## config.mk

```make
export PLATFORM = sky130hd
export DESIGN_NAME = dmt_top
export DESIGN_NICKNAME = d
export VERILOG_FILES = /design/src/dmt_pkg.sv /design/src/dmt_top.sv
export VERILOG_INCLUDE_DIRS = /design/src
export SDC_FILE = /design/constraint.sdc
export NUM_CORES = 1
export LEC_CHECK = 0
export BUFFER_PORTS_ARGS = -buffer_cell sky130_fd_sc_hd__buf_2
export CORE_MARGIN = 4
export CORE_UTILIZATION = 56
export DETAILED_ROUTE_END_ITERATION = 10
export HOLD_SLACK_MARGIN = 0.03
export PLACE_DENSITY = 0.72
export SLEW_MARGIN = 20
export SYNTH_ARGS = -nofsm -noshare
export SYNTH_HDL_FRONTEND = slang
export SYNTH_SLANG_ARGS = --single-unit
```

## constraint.sdc

```tcl
create_clock -name mclk -period 2.4 [get_ports mclk]
set_input_delay 0.24 -clock mclk [delete_from_list [all_inputs] [get_ports mclk]]
set_output_delay 0.24 -clock mclk [all_outputs]
set_load 0.05 [all_outputs]
```

## src/dmt_defines.svh

```systemverilog
// offsets, selector codes, reset values and field positions of the dual timer
`ifndef DMT_DEFINES_SVH
`define DMT_DEFINES_SVH

// mode selector reset value and port-move codes
`define DMT_MODE_RESET 5'h1f
`define DMT_MODE_CLEAR 5'h10
`define DMT_MODE_WR_BIT 4

// register index inside a timer, low three bits of the selector
`define DMT_IDX_CAP_L 3'h0
`define DMT_IDX_CAP_H 3'h1
`define DMT_IDX_CMP2_L 3'h2
`define DMT_IDX_CMP2_H 3'h3
`define DMT_IDX_CMP1_L 3'h4
`define DMT_IDX_CMP1_H 3'h5
`define DMT_IDX_CTL_B 3'h6
`define DMT_IDX_CTL_A 3'h7

// reset values
`define DMT_CNT_RESET 16'h0000
`define DMT_CMP_RESET 16'h0000
`define DMT_CTL_A_RESET 8'h00
`define DMT_CTL_B_RESET 8'h00
`define DMT_CNT_ONES 16'hffff

// control A bit positions
`define DMT_CTLA_OVIE 0
`define DMT_CTLA_OVF 1
`define DMT_CTLA_CMIE 2
`define DMT_CTLA_CMF1 3
`define DMT_CTLA_CMF2 4
`define DMT_CTLA_CPIE 5
`define DMT_CTLA_CPF1 6
`define DMT_CTLA_CPF2 7

// control B bit positions
`define DMT_CTLB_MODE_LSB 0
`define DMT_CTLB_PS_LSB 2
`define DMT_CTLB_EV_EDGE 5
`define DMT_CTLB_CAP_EDGE 6

`endif

```

## src/dmt_pkg.sv

```systemverilog
// types shared by the dual multi-function timer
package dmt_pkg;

  // timer operating mode
  typedef enum logic [1:0] {
    DMT_SW_TIMER = 2'b00,
    DMT_PWM = 2'b01,
    DMT_CAP_CMP = 2'b10,
    DMT_EXT_EVENT = 2'b11
  } dmt_mode_type;

  // which compare register is the current target
  typedef enum logic {
    DMT_PH_CMP1 = 1'b0,
    DMT_PH_CMP2 = 1'b1
  } dmt_phase_type;

  // control A: enables and pending flags
  typedef struct packed {
    logic cpf2;
    logic cpf1;
    logic cpie;
    logic cmf2;
    logic cmf1;
    logic cmie;
    logic ovf;
    logic ovie;
  } dmt_ctl_a_type;

  // control B: mode, prescale, edges, unrelated spare bit
  typedef struct packed {
    logic rtcc_ov;
    logic capture_edge_select;
    logic event_clock_edge_select;
    logic [2:0] prescale_select;
    dmt_mode_type timer_mode_select;
  } dmt_ctl_b_type;

  // software-visible registers of one timer
  typedef struct packed {
    logic [15:0] cap;
    logic [15:0] second_compare_value;
    logic [15:0] first_compare_value;
    dmt_ctl_b_type ctl_b;
    dmt_ctl_a_type ctl_a;
  } dmt_regs_type;

  // command from the port-move decoder to one timer
  typedef struct packed {
    logic wr;
    logic clear;
    logic [2:0] idx;
    logic [7:0] data;
  } dmt_cmd_type;

  // pin inputs of one timer
  typedef struct packed {
    logic capture_one;
    logic capture_two;
    logic event_pin;
    logic dir_out;
  } dmt_pins_type;

  // whole state of one timer
  typedef struct packed {
    dmt_regs_type regs;
    logic [15:0] cnt;
    logic [6:0] pre;
    dmt_phase_type phase;
    logic out;
    logic pin_oe;
    logic irq;
    logic ev_prev;
    logic c1_prev;
    logic c2_prev;
  } dmt_tmr_state_type;

  // whole state of the top
  typedef struct packed {
    logic [4:0] mode;
    logic [7:0] rd_data;
    logic rd_valid;
  } dmt_top_state_type;

endpackage : dmt_pkg

```

## src/dmt_top.sv

```systemverilog
// dual multi-function timer with mode-selector register access
//
// Contract
// - two timers: counter, capture, two compares
// - reset zeroes counter, then counts per tick
// - tick from event pin or prescaled clock
// - mode selector: literal 4 bits, move 5
// - port moves read/write selected timer register
// - code 10h clears counter, targets first compare
// - interrupts on overflow, match, capture when enabled
// - pwm: alternate targets, restart at zero
// - first compare low time, second high
// - target below count: wrap, output holds
// - pwm drives pin only when direction out
// - software timer: like pwm, pin untouched
// - separate flags for each match and overflow
// - event mode counts selected event pin edges
// - capture/compare: no restart, match toggles output
// - capture/compare prescaler divides 1 to 128
// - capture one to capture, two to compare two
// - capture flags; shared edge select for both
// - prescale code n divides by two to n
// - two-bit mode field selects four modes
// - edge select one rising, zero falling
`timescale 1ns/1ps
`include "dmt_defines.svh"

// one timer channel
module dmt_timer #(
  parameter int CNT_W = 16
) (
  input wire logic mclk,
  input wire logic reset,
  input wire dmt_pkg::dmt_cmd_type cmd,
  input wire dmt_pkg::dmt_pins_type pins,
  output dmt_pkg::dmt_regs_type regs,
  output logic pin_out,
  output logic pin_oe,
  output logic irq
);

  // byte-wide register access needs exactly two bytes
  if (CNT_W != 16) begin : g_bad_width
    $error("dmt_timer: CNT_W must be 16");
  end

  dmt_pkg::dmt_tmr_state_type s_ff; // registered state
  dmt_pkg::dmt_tmr_state_type nxt_s; // next state
  dmt_pkg::dmt_mode_type mode; // current mode
  logic [6:0] pre_mask; // prescaler terminal mask
  logic ev_edge; // selected event pin edge
  logic c1_edge; // selected capture one edge
  logic c2_edge; // selected capture two edge
  logic tick; // counter advances this cycle
  logic [15:0] target; // active compare value
  logic hit; // counter equals active target
  logic at_ones; // counter at all ones

  assign mode = s_ff.regs.ctl_b.timer_mode_select;

  // prescale mask, three-bit code gives divide 1..128
  assign pre_mask = 7'((8'h01 << s_ff.regs.ctl_b.prescale_select) - 8'h01);

  // edge detectors, one selects rising and zero falling
  assign ev_edge = s_ff.regs.ctl_b.event_clock_edge_select ?
                   (pins.event_pin & ~s_ff.ev_prev) : (~pins.event_pin & s_ff.ev_prev);
  assign c1_edge = s_ff.regs.ctl_b.capture_edge_select ?
                   (pins.capture_one & ~s_ff.c1_prev) : (~pins.capture_one & s_ff.c1_prev);
  assign c2_edge = s_ff.regs.ctl_b.capture_edge_select ?
                   (pins.capture_two & ~s_ff.c2_prev) : (~pins.capture_two & s_ff.c2_prev);

  // tick source: event edge in event mode, prescaler otherwise
  assign tick = (mode == dmt_pkg::DMT_EXT_EVENT) ? ev_edge :
                ((s_ff.pre & pre_mask) == pre_mask);

  // compare target and match
  assign target = (s_ff.phase == dmt_pkg::DMT_PH_CMP2) ?
                  s_ff.regs.second_compare_value : s_ff.regs.first_compare_value;
  assign hit = (s_ff.cnt == target);
  assign at_ones = (s_ff.cnt == `DMT_CNT_ONES);

  // next-state logic of the channel
  always_comb begin
    logic set_ovf;
    logic set_cmf1;
    logic set_cmf2;
    logic set_cpf1;
    logic set_cpf2;
    set_ovf = 1'b0;
    set_cmf1 = 1'b0;
    set_cmf2 = 1'b0;
    set_cpf1 = 1'b0;
    set_cpf2 = 1'b0;
    nxt_s = s_ff;
    nxt_s.ev_prev = pins.event_pin;
    nxt_s.c1_prev = pins.capture_one;
    nxt_s.c2_prev = pins.capture_two;
    nxt_s.pre = s_ff.pre + 7'h01;
    // counter behaviour per mode
    if (tick) begin
      if (mode == dmt_pkg::DMT_CAP_CMP) begin
        // free running, match toggles the output
        nxt_s.cnt = s_ff.cnt + 16'h0001;
        set_ovf = at_ones;
        if (s_ff.cnt == s_ff.regs.first_compare_value) begin
          nxt_s.out = ~s_ff.out;
          set_cmf1 = 1'b1;
        end
      end else if (hit) begin
        // match: restart and swap target
        nxt_s.cnt = `DMT_CNT_RESET;
        if (s_ff.phase == dmt_pkg::DMT_PH_CMP1) begin
          nxt_s.phase = dmt_pkg::DMT_PH_CMP2;
          set_cmf1 = 1'b1;
        end else begin
          nxt_s.phase = dmt_pkg::DMT_PH_CMP1;
          set_cmf2 = 1'b1;
        end
      end else begin
        // count on, wrapping past all ones if target is behind
        nxt_s.cnt = s_ff.cnt + 16'h0001;
        set_ovf = at_ones;
      end
    end
    // captures only in capture/compare mode
    if (mode == dmt_pkg::DMT_CAP_CMP) begin
      set_cpf1 = c1_edge;
      set_cpf2 = c2_edge;
    end
    // software write of a register
    if (cmd.wr) begin
      case (cmd.idx)
        `DMT_IDX_CMP2_L: nxt_s.regs.second_compare_value[7:0] = cmd.data;
        `DMT_IDX_CMP2_H: nxt_s.regs.second_compare_value[15:8] = cmd.data;
        `DMT_IDX_CMP1_L: nxt_s.regs.first_compare_value[7:0] = cmd.data;
        `DMT_IDX_CMP1_H: nxt_s.regs.first_compare_value[15:8] = cmd.data;
        `DMT_IDX_CTL_B: nxt_s.regs.ctl_b = dmt_pkg::dmt_ctl_b_type'(cmd.data);
        `DMT_IDX_CTL_A: nxt_s.regs.ctl_a = dmt_pkg::dmt_ctl_a_type'(cmd.data);
        default: nxt_s.regs = nxt_s.regs; // capture bytes are read only
      endcase
    end
    // capture loads win over a write in the same cycle
    if (set_cpf1) begin
      nxt_s.regs.cap = s_ff.cnt;
    end
    if (set_cpf2) begin
      nxt_s.regs.second_compare_value = s_ff.cnt;
    end
    // clear command overrides the tick
    if (cmd.clear) begin
      nxt_s.cnt = `DMT_CNT_RESET;
      nxt_s.phase = dmt_pkg::DMT_PH_CMP1;
      nxt_s.out = 1'b0;
    end
    // alternating modes: low awaiting first, high awaiting second
    if (mode != dmt_pkg::DMT_CAP_CMP) begin
      nxt_s.out = (nxt_s.phase == dmt_pkg::DMT_PH_CMP2);
    end
    // hardware flag sets win over a software clear
    nxt_s.regs.ctl_a.ovf = nxt_s.regs.ctl_a.ovf | set_ovf;
    nxt_s.regs.ctl_a.cmf1 = nxt_s.regs.ctl_a.cmf1 | set_cmf1;
    nxt_s.regs.ctl_a.cmf2 = nxt_s.regs.ctl_a.cmf2 | set_cmf2;
    nxt_s.regs.ctl_a.cpf1 = nxt_s.regs.ctl_a.cpf1 | set_cpf1;
    nxt_s.regs.ctl_a.cpf2 = nxt_s.regs.ctl_a.cpf2 | set_cpf2;
    // interrupt request from enabled pending flags
    nxt_s.irq = (nxt_s.regs.ctl_a.ovf & nxt_s.regs.ctl_a.ovie) |
                ((nxt_s.regs.ctl_a.cmf1 | nxt_s.regs.ctl_a.cmf2) & nxt_s.regs.ctl_a.cmie) |
                ((nxt_s.regs.ctl_a.cpf1 | nxt_s.regs.ctl_a.cpf2) & nxt_s.regs.ctl_a.cpie);
    // pin taken over in pwm and capture/compare, only if direction is out
    nxt_s.pin_oe = pins.dir_out &
                   ((nxt_s.regs.ctl_b.timer_mode_select == dmt_pkg::DMT_PWM) |
                    (nxt_s.regs.ctl_b.timer_mode_select == dmt_pkg::DMT_CAP_CMP));
  end

  // state register with synchronous reset
  always_ff @(posedge mclk) begin
    if (reset) begin
      s_ff <= '0;
      s_ff.cnt <= `DMT_CNT_RESET;
      s_ff.regs.first_compare_value <= `DMT_CMP_RESET;
      s_ff.regs.second_compare_value <= `DMT_CMP_RESET;
      s_ff.regs.ctl_a <= dmt_pkg::dmt_ctl_a_type'(`DMT_CTL_A_RESET);
      s_ff.regs.ctl_b <= dmt_pkg::dmt_ctl_b_type'(`DMT_CTL_B_RESET);
    end else begin
      s_ff <= nxt_s;
    end
  end

  assign regs = s_ff.regs;
  assign pin_out = s_ff.out;
  assign pin_oe = s_ff.pin_oe;
  assign irq = s_ff.irq;
endmodule : dmt_timer

// top: mode selector, port-move decoder and two timers
module dmt_top (
  input wire logic mclk,
  input wire logic reset,
  input wire logic mode_lit_wr,
  input wire logic mode_w_wr,
  input wire logic port_b_control_move,
  input wire logic port_c_control_move,
  input wire logic [7:0] w_data,
  input wire dmt_pkg::dmt_pins_type timer_one_pins,
  input wire dmt_pkg::dmt_pins_type timer_two_pins,
  output logic [7:0] mode_value,
  output logic [7:0] rd_data,
  output logic rd_valid,
  output logic timer_one_output_pin,
  output logic timer_one_output_pin_oe,
  output logic timer_one_irq,
  output logic timer_two_output_pin,
  output logic timer_two_output_pin_oe,
  output logic timer_two_irq
);

  dmt_pkg::dmt_top_state_type s_ff; // registered state
  dmt_pkg::dmt_top_state_type nxt_s; // next state
  dmt_pkg::dmt_cmd_type cmd_one; // command to timer one
  dmt_pkg::dmt_cmd_type cmd_two; // command to timer two
  dmt_pkg::dmt_regs_type regs_one; // timer one registers
  dmt_pkg::dmt_regs_type regs_two; // timer two registers
  logic sel_write; // selector codes 12h..17h
  logic sel_read; // selector codes 00h..07h
  logic sel_clear; // selector code 10h

  // selected byte of a timer register set
  function automatic logic [7:0] dmt_rd_byte(input dmt_pkg::dmt_regs_type r,
                                             input logic [2:0] idx);
    logic [7:0] b;
    b = 8'h00;
    case (idx)
      `DMT_IDX_CAP_L: b = r.cap[7:0];
      `DMT_IDX_CAP_H: b = r.cap[15:8];
      `DMT_IDX_CMP2_L: b = r.second_compare_value[7:0];
      `DMT_IDX_CMP2_H: b = r.second_compare_value[15:8];
      `DMT_IDX_CMP1_L: b = r.first_compare_value[7:0];
      `DMT_IDX_CMP1_H: b = r.first_compare_value[15:8];
      `DMT_IDX_CTL_B: b = r.ctl_b;
      `DMT_IDX_CTL_A: b = r.ctl_a;
      default: b = 8'h00;
    endcase
    return b;
  endfunction : dmt_rd_byte

  // selector decode
  assign sel_read = (s_ff.mode[4:3] == 2'b00);
  assign sel_write = s_ff.mode[`DMT_MODE_WR_BIT] & ~s_ff.mode[3] & (s_ff.mode[2:1] != 2'b00);
  assign sel_clear = (s_ff.mode == `DMT_MODE_CLEAR);

  // commands to the channels
  always_comb begin
    cmd_one.wr = port_b_control_move & sel_write;
    cmd_one.clear = port_b_control_move & sel_clear;
    cmd_one.idx = s_ff.mode[2:0];
    cmd_one.data = w_data;
    cmd_two.wr = port_c_control_move & sel_write;
    cmd_two.clear = port_c_control_move & sel_clear;
    cmd_two.idx = s_ff.mode[2:0];
    cmd_two.data = w_data;
  end

  // mode selector and read path
  always_comb begin
    nxt_s = s_ff;
    nxt_s.rd_valid = 1'b0;
    if (mode_w_wr) begin
      nxt_s.mode = w_data[4:0];
    end else if (mode_lit_wr) begin
      nxt_s.mode = {s_ff.mode[4], w_data[3:0]};
    end
    if (port_b_control_move && sel_read) begin
      nxt_s.rd_data = dmt_rd_byte(regs_one, s_ff.mode[2:0]);
      nxt_s.rd_valid = 1'b1;
    end else if (port_c_control_move && sel_read) begin
      nxt_s.rd_data = dmt_rd_byte(regs_two, s_ff.mode[2:0]);
      nxt_s.rd_valid = 1'b1;
    end
  end

  // top state register
  always_ff @(posedge mclk) begin
    if (reset) begin
      s_ff.mode <= `DMT_MODE_RESET;
      s_ff.rd_data <= 8'h00;
      s_ff.rd_valid <= 1'b0;
    end else begin
      s_ff <= nxt_s;
    end
  end

  assign mode_value = {3'h0, s_ff.mode};
  assign rd_data = s_ff.rd_data;
  assign rd_valid = s_ff.rd_valid;

  // two independent channels
  dmt_timer #(.CNT_W(16)) u_timer_one (
    .mclk(mclk),
    .reset(reset),
    .cmd(cmd_one),
    .pins(timer_one_pins),
    .regs(regs_one),
    .pin_out(timer_one_output_pin),
    .pin_oe(timer_one_output_pin_oe),
    .irq(timer_one_irq)
  );

  dmt_timer #(.CNT_W(16)) u_timer_two (
    .mclk(mclk),
    .reset(reset),
    .cmd(cmd_two),
    .pins(timer_two_pins),
    .regs(regs_two),
    .pin_out(timer_two_output_pin),
    .pin_oe(timer_two_output_pin_oe),
    .irq(timer_two_irq)
  );

endmodule : dmt_top

```

==> results.py, run 1 <==
metrics = {
    "sta": {
        "final_max_slew_viol_count": 0,
        "maxSlewHeadroom_pct": 58.53,
        "setup_ws_ns": 0.07518,
        "tightest_slew_ns": 0.6220,
        "hold_viol": 0,
        "max_freq_mhz": 430.1,
        "setup_viol": 0,
        "skew_ns": 0.009764,
        "period_share_pct": 96.87,
        "min_period_ns": 2.325,
        "rsz0062_at_grt": "yes",
    },
    "die": {
        "die_h_um": 146.1,
        "core_mm2": 0.01871,
        "design.portCount": 45,
        "fp.dieArea_mm2": 0.02133,
        "num_rows": 50,
        "die_w_um": 146.1,
        "initial_core_util_pct": 57.06,
    },
    "synthesis": {
        "synth.avg_cell_area_um2": 8.559,
        "ys_ff_latch": 202,
        "syn_inst": 1247,
        "synth_top_area_share_pct": 37.89,
        "ys_top_cells_by_area": "dfxtp_1 (38%), mux2i_1 (12%), nor2_1 (6.1%), xnor2_1 (4.1%), xor2_1 (4.1%)",
        "synth_largest_area_cell": "dfxtp_1",
        "async_flop_share_pct": 0,
        "synth_ff_type": "dfxtp_1",
        "synth_most_common_cell": "dfxtp_1",
        "syn-cell-area_mm2": 0.01067,
        "yosys_warnings": 0,
        "synthTopCellsByCount": "dfxtp_1 (202), nor2_1 (173), mux2i_1 (132)",
        "ys_seq_area_share_pct": 37.89,
        "synth_cell_types": 66,
        "synth_edf_count": 0,
    },
    "placement": {
        "dpl.cell_count": 1493,
        "port_buffers": 41,
        "place_area_mm2": 0.01141,
        "gp_congestion": 1.058,
        "place_hpwl_um": 22510,
        "post-place-ws_ns": -0.1411,
    },
    "finish": {
        "fin_nets": 1331,
        "syn_to_final_growth_pct": 17.22,
        "final_util_pct": 66.88,
        "drive_gt1_share_pct": 17.73,
        "fill_cells": 1506,
        "fin_area_mm2": 0.01251,
        "instances_no_fill": 1548,
        "antenna_cells": 0,
    },
    "grt": {
        "use_met3_pct": 3.911,
        "grt_max_degree": 86,
        "use_met2_pct": 47.87,
        "grt-ovfl-total": 0,
        "grt_pass1_wl_um": 50360,
        "grt_pass1_vias": 8963,
        "top_usage_layer": "met2",
        "antenna_found_initial": 0,
        "grt_use_met1_pct": 37.98,
        "track_usage_pct": 29.09,
    },
    "critical_path": {
        "reg2regPathDepth": 10,
        "critical_path_class": "flop to flop",
        "cp.arrival_ns": 2.72,
        "r2r-start": "u_timer_two.s_ff[6]",
        "crit_path_max_fanout": 9,
        "endpoint_kind": "flop",
        "regToRegSetupSlack_ns": 0.08,
        "r2r_end": "u_timer_two.irq",
        "worstPathRequired_ns": 2.80,
        "cp-start-kind": "flop",
    },
    "hold_path": {
        "worst_hold_startpoint": "reset",
        "min_to": "u_timer_one.s_ff[7]",
        "hold_depth": 2,
        "worstHoldPathType": "primary input to flop",
    },
    "clocking": {
        "htree_num_levels": 1,
        "clock-root-buffer": "clkbuf_16",
        "clock-sinks": 202,
        "cts_inserted_buffers": 22,
        "cts_tree": "done",
        "clk_pin_slew_ns": 0.06,
        "clock_latency_ns": 0.51,
        "ctsLongestPathBuffers": 3,
    },
    "power_and_ir_drop": {
        "p_per_area_mw_per_mm2": 715.5,
        "leakage_nw": 5.055,
        "p_total_mw": 8.952,
        "vdd_ir_drop_max_uv": 511.6,
    },
    "routing": {
        "route.detailed.drc": 0,
        "routedWlPerCell_um": 20.97,
        "dr.first_iter.drc_count": 868,
        "ant_nets": 0,
        "avgViaCountPerCell": 6.125,
        "vias": 9482,
        "wl_um": 32470,
        "dr.pass1.iters": 5,
    },
    "job": {
        "maxCapViolCount": 0,
    },
    "run_status": {
        "status": "finished clean",
    },
}
==> repair_timing <==
item / in CTS / in global routing
resized for setup: 6 / 29
hold endpoints to repair: 9 / 0
buffers inserted: 0 / 6
pin swaps: 0 / 15
gates cloned: 0 / 2
endpoints found under the setup margin: 1 / 39
hold buffers: 9 / 0
==> layer usage <==
layer  vias up  part of all wire, %
li1       4452                    -
met1      4510                   41
met2       409                   46
met3       111                  6.4
met4         0                  5.8
met5         -                    0
==> state kept, by name, summed over array words and instances, names as in the netlist <==
register and flops:
mode_value 5, rd_data 8, rd_valid 1, u_timer_one.irq 1, u_timer_one.mode 2, u_timer_one.pin_oe 1, u_timer_one.pin_out 1, u_timer_one.regs 62
u_timer_one.s_ff 27, u_timer_two.irq 1, u_timer_two.mode 2, u_timer_two.pin_oe 1, u_timer_two.pin_out 1, u_timer_two.regs 62, u_timer_two.s_ff 27
==> placed cells by master (no fill, tap or decap), drive strengths merged, types with 4 or more instances in the layout <==
| cell type | instances |
|---|---|
| ha | 9 |
| inv | 19 |
| nor3 | 12 |
| a21oi | 53 |
| a211oi | 9 |
| a221o | 4 |
| bufinv | 4 |
| o21ai | 56 |
| nand2 | 103 |
| dlygate4sd3 | 9 |
| nand3 | 56 |
| nor4 | 13 |
| nor2 | 184 |
| and3 | 5 |
| buf | 127 |
| nor2b | 23 |
| mux2 | 5 |
| dfxtp | 202 |
| clkbuf | 34 |
| xnor2 | 50 |
| mux2i | 132 |
| xor2 | 50 |
| nand4 | 23 |
| nor4b | 6 |
| nand2b | 11 |
| mux4 | 10 |
| or3 | 6 |
| a211o | 5 |
| a311oi | 33 |
| a31oi | 7 |
| o211ai | 13 |
==> metrics by stage <==
| step | hold slack, ns | setup TNS [ns] |
|---|---|---|
| 2_1_floorplan | 0.3167 | 0 |
| 3_3_place_gp | 0.4476 | 0 |
| 3_5_place_dp | 0.4534 | -0.1411 |
| 4_1_cts | 0.08269 | 0 |
| 5_1_grt | 0.09966 | -0.1227 |
| 6_report | 0.09366 | 0 |
==> layout make-up <==
cell class	count	area, um2	area share (%)
clock buffers	32	639.4	5.111
clock inverters	6	132.6	1.060
inverters	19	71.32	0.5701
multi-input cells	917	6238	49.87
flip-flops and latches	202	4064	32.48
well taps	234	292.8	2.340
repair buffers	138	1072	8.571
==> power breakdown <==
group / switching [mW] / internal [mW] / leakage (nW) / total [mW]
Sequential: 0.133 / 3.47 / 1.64 / 3.60
Combinational: 0.955 / 0.745 / 3.05 / 1.70
Clock: 1.38 / 2.27 / 0.373 / 3.65
Total: 2.47 / 6.48 / 5.05 / 8.95
==> worst max path at each step <==
| stage | from | to | slack [ns] | depth (start not counted) |
|---|---|---|---|---|
| after global routing | u_timer_two.regs[11] | u_timer_two.irq | -0.03 | 12 |
| after floorplan | u_timer_two.regs[12] | u_timer_two.s_ff[17] | 0.02 | 11 |
| after global placement | u_timer_two.s_ff[6] | u_timer_two.irq | 0.03 | 10 |
| after detailed placement | u_timer_two.s_ff[6] | u_timer_two.irq | -0.14 | 10 |
| after CTS | u_timer_two.regs[11] | u_timer_two.irq | 0.04 | 11 |
| final | u_timer_two.s_ff[6] | u_timer_two.irq | 0.08 | 10 |
==> critical path, cell delays in order (launching register included) <==
cell and delay [ns]:
dfxtp_4 0.38, buf_12 0.15, mux2i_1 0.25, xnor2_1 0.17, nor4_2 0.06, nand4_1 0.15, nor2_2 0.08, ha_2 0.23
o311ai_4 0.29, o21ai_1 0.11, a221o_1 0.34
==> cell families (layout without fill, tap and decap cells) <==
family | Yosys count | in the layout | share of synthesized area [%]
AOI/OAI and AO/OA | 201 | 201 | 12.49
xor gates and xnor gates | 100 | 100 | 8.206
adders and majority gates | 9 | 9 | 1.055
buffers and inverters | 130 | 195 | 5.135
DFF | 202 | 202 | 37.89
muxes | 147 | 147 | 15.02
other | 1 | 3 | 0.03514
and+or+nand+nor | 457 | 457 | 20.18
Note: power is estimated with default switching activity, not from simulation.
==> inputs of run 2 (changes only) <==
- CORE_ASPECT_RATIO: default -> 0.5
==> results.py, run 2 (same netlist as run 1, synthesis figures left out) <==
metrics = {
    "run_status": {
        "status": "finished clean",
    },
    "job": {
        "maxCapViolCount": 0,
    },
    "clocking": {
        "cts_tree": "done",
        "cts_inserted_buffers": 19,
        "clock-sinks": 202,
        "clk_pin_slew_ns": 0.08,
        "clock-root-buffer": "clkbuf_16",
        "clock_latency_ns": 0.51,
        "ctsLongestPathBuffers": 3,
        "htree_num_levels": 1,
    },
    "routing": {
        "routedWlPerCell_um": 21.37,
        "route.detailed.drc": 0,
        "vias": 9722,
        "dr.first_iter.drc_count": 1045,
        "dr.pass1.iters": 6,
        "avgViaCountPerCell": 6.169,
        "ant_nets": 0,
        "wl_um": 33680,
    },
    "die": {
        "core_mm2": 0.01857,
        "die_h_um": 105.6,
        "design.portCount": 45,
        "fp.dieArea_mm2": 0.02147,
        "num_rows": 35,
        "initial_core_util_pct": 57.48,
        "die_w_um": 203.2,
    },
    "grt": {
        "top_usage_layer": "met2",
        "grt_pass1_wl_um": 51420,
        "track_usage_pct": 30.00,
        "antenna_found_initial": 0,
        "use_met2_pct": 46.08,
        "grt_pass1_vias": 9117,
        "use_met3_pct": 6.210,
        "grt_max_degree": 88,
        "grt_use_met1_pct": 42.30,
        "grt-ovfl-total": 0,
    },
    "power_and_ir_drop": {
        "p_per_area_mw_per_mm2": 700.1,
        "p_total_mw": 8.838,
        "vdd_ir_drop_max_uv": 416.3,
        "leakage_nw": 5.099,
    },
    "critical_path": {
        "cp-start-kind": "flop",
        "path_cells": "buf_12 -> buf_4 -> mux2i_1 -> xor2_1 -> nand4_1 -> nor4_4 -> buf_4 -> nand2_4 -> o21ai_4 -> clkbuf_16 -> nor2_1",
        "endpoint_kind": "flop",
        "crit_start": "u_timer_one.s_ff[6]",
        "reg2regPathDepth": 11,
        "cpPeakStageDelay_ns": 0.38,
        "critical_path_class": "flop to flop",
        "crit_path_max_fanout": 8,
        "slowest_stage": "dfxtp_4",
        "critical-path-top-delay-family": "buffers and inverters",
        "regToRegSetupSlack_ns": 0.04,
        "critPathMostFrequentCell": "buf_4",
        "r2r_end": "u_timer_one.s_ff[19]",
        "cp.arrival_ns": 2.75,
        "critical_path_buf_inv_count": 4,
        "worstPathRequired_ns": 2.80,
        "r2r-start": "u_timer_one.s_ff[6]",
        "critical_path.endpoint": "u_timer_one.s_ff[19]",
        "path_depth": 11,
    },
    "placement": {
        "gp_congestion": 0.9688,
        "dpl.cell_count": 1520,
        "port_buffers": 41,
        "post-place-ws_ns": -0.03114,
        "place_area_mm2": 0.01151,
        "place_hpwl_um": 22850,
    },
    "hold_path": {
        "worstHoldPathType": "primary input to flop",
        "hold_depth": 3,
    },
    "finish": {
        "layout_commonest_cell": "dfxtp_1",
        "final_util_pct": 67.99,
        "instances_no_fill": 1576,
        "reg_top3": "u_timer_one.regs (62), u_timer_two.regs (62)",
        "fill_cells": 1516,
        "syn_to_final_growth_pct": 18.29,
        "final_cell_mix": "dfxtp_1 (196), nor2_1 (168), mux2i_1 (123), nand2_1 (99), buf_4 (82)",
        "multi_input_area_mm2": 0.006284,
        "fin_nets": 1335,
        "regArea_mm2": 0.004059,
        "drive_gt1_share_pct": 18.38,
        "fin_area_mm2": 0.01262,
        "antenna_cells": 0,
    },
    "sta": {
        "setup_viol": 0,
        "maxSlewHeadroom_pct": 46.42,
        "tns_ns": 0,
        "hold_viol": 0,
        "final_max_slew_viol_count": 0,
        "period_share_pct": 98.17,
        "tightest_slew_ns": 0.8038,
        "max_freq_mhz": 424.4,
        "rsz0062_at_grt": "yes",
        "skew_ns": 0.01525,
        "setup_ws_ns": 0.04397,
        "hold_slack_ns": 0.1560,
        "min_period_ns": 2.356,
    },
}
-- run 2: cell types whose count changed in the layout (fill, tap and decap cells not counted), sizes merged --
cell	before	now
buf	127	132
inv	19	20
bufinv	4	5
clkbuf	34	24
clkinv	1	7
-- run 2: repair_timing --
action / 4_1_cts / 5_1_grt
cloned: 0 / 4
hold endpoints to repair: 9 / 0
pin swaps: 0 / 23
hold buffers: 9 / 0
buffers inserted: 0 / 9
endpoints found under the setup margin: 1 / 49
resized for setup: 4 / 38
-- run 2: worst min-delay path by stage --
stage / from / to
6_report: w_data[5] / u_timer_two.regs[29]
5_1_grt: w_data[6] / u_timer_two.regs[30]
4_1_cts: w_data[5] / u_timer_two.regs[5]
3_5_place_dp: u_timer_two.s_ff[7] / u_timer_two.s_ff[7]
3_3_place_gp: u_timer_two.s_ff[7] / u_timer_two.s_ff[7]
2_1_floorplan: reset / u_timer_two.regs[5]
-- run 2: area by class of cell --
| cell class | count | area share, % |
|---|---|---|
| Clock inverter | 14 | 1.596 |
| Sequential cell | 202 | 32.15 |
| Tap cell | 259 | 2.567 |
| Timing Repair Buffer | 145 | 9.554 |
| Clock buffer | 20 | 3.796 |
| Multi-Input combinational cell | 917 | 49.77 |
| Inverter | 19 | 0.5649 |
-- run 2: power breakdown --
part,leakage [nW],internal [mW],switching (mW),total (mW)
clock,0.338,2.00,1.41,3.41
sequential,1.64,3.47,0.123,3.59
combinational,3.12,0.829,1.01,1.84
-- run 2: layer usage --
| layer | wire, um | share of wire (%) | vias to the layer above |
|---|---|---|---|
| met4 | 1426 | 4.2 | 2 |
| met5 | 42 | 0.12 | - |
| li1 | - | - | 4465 |
| met1 | 14360 | 43 | 4652 |
| met3 | 3271 | 9.7 | 104 |
| met2 | 14580 | 43 | 499 |
-- run 2: worst min-delay path: stages --
cell	delay (ns)
buf_2	0.21
nand2_1	0.11
a21oi_1	0.06
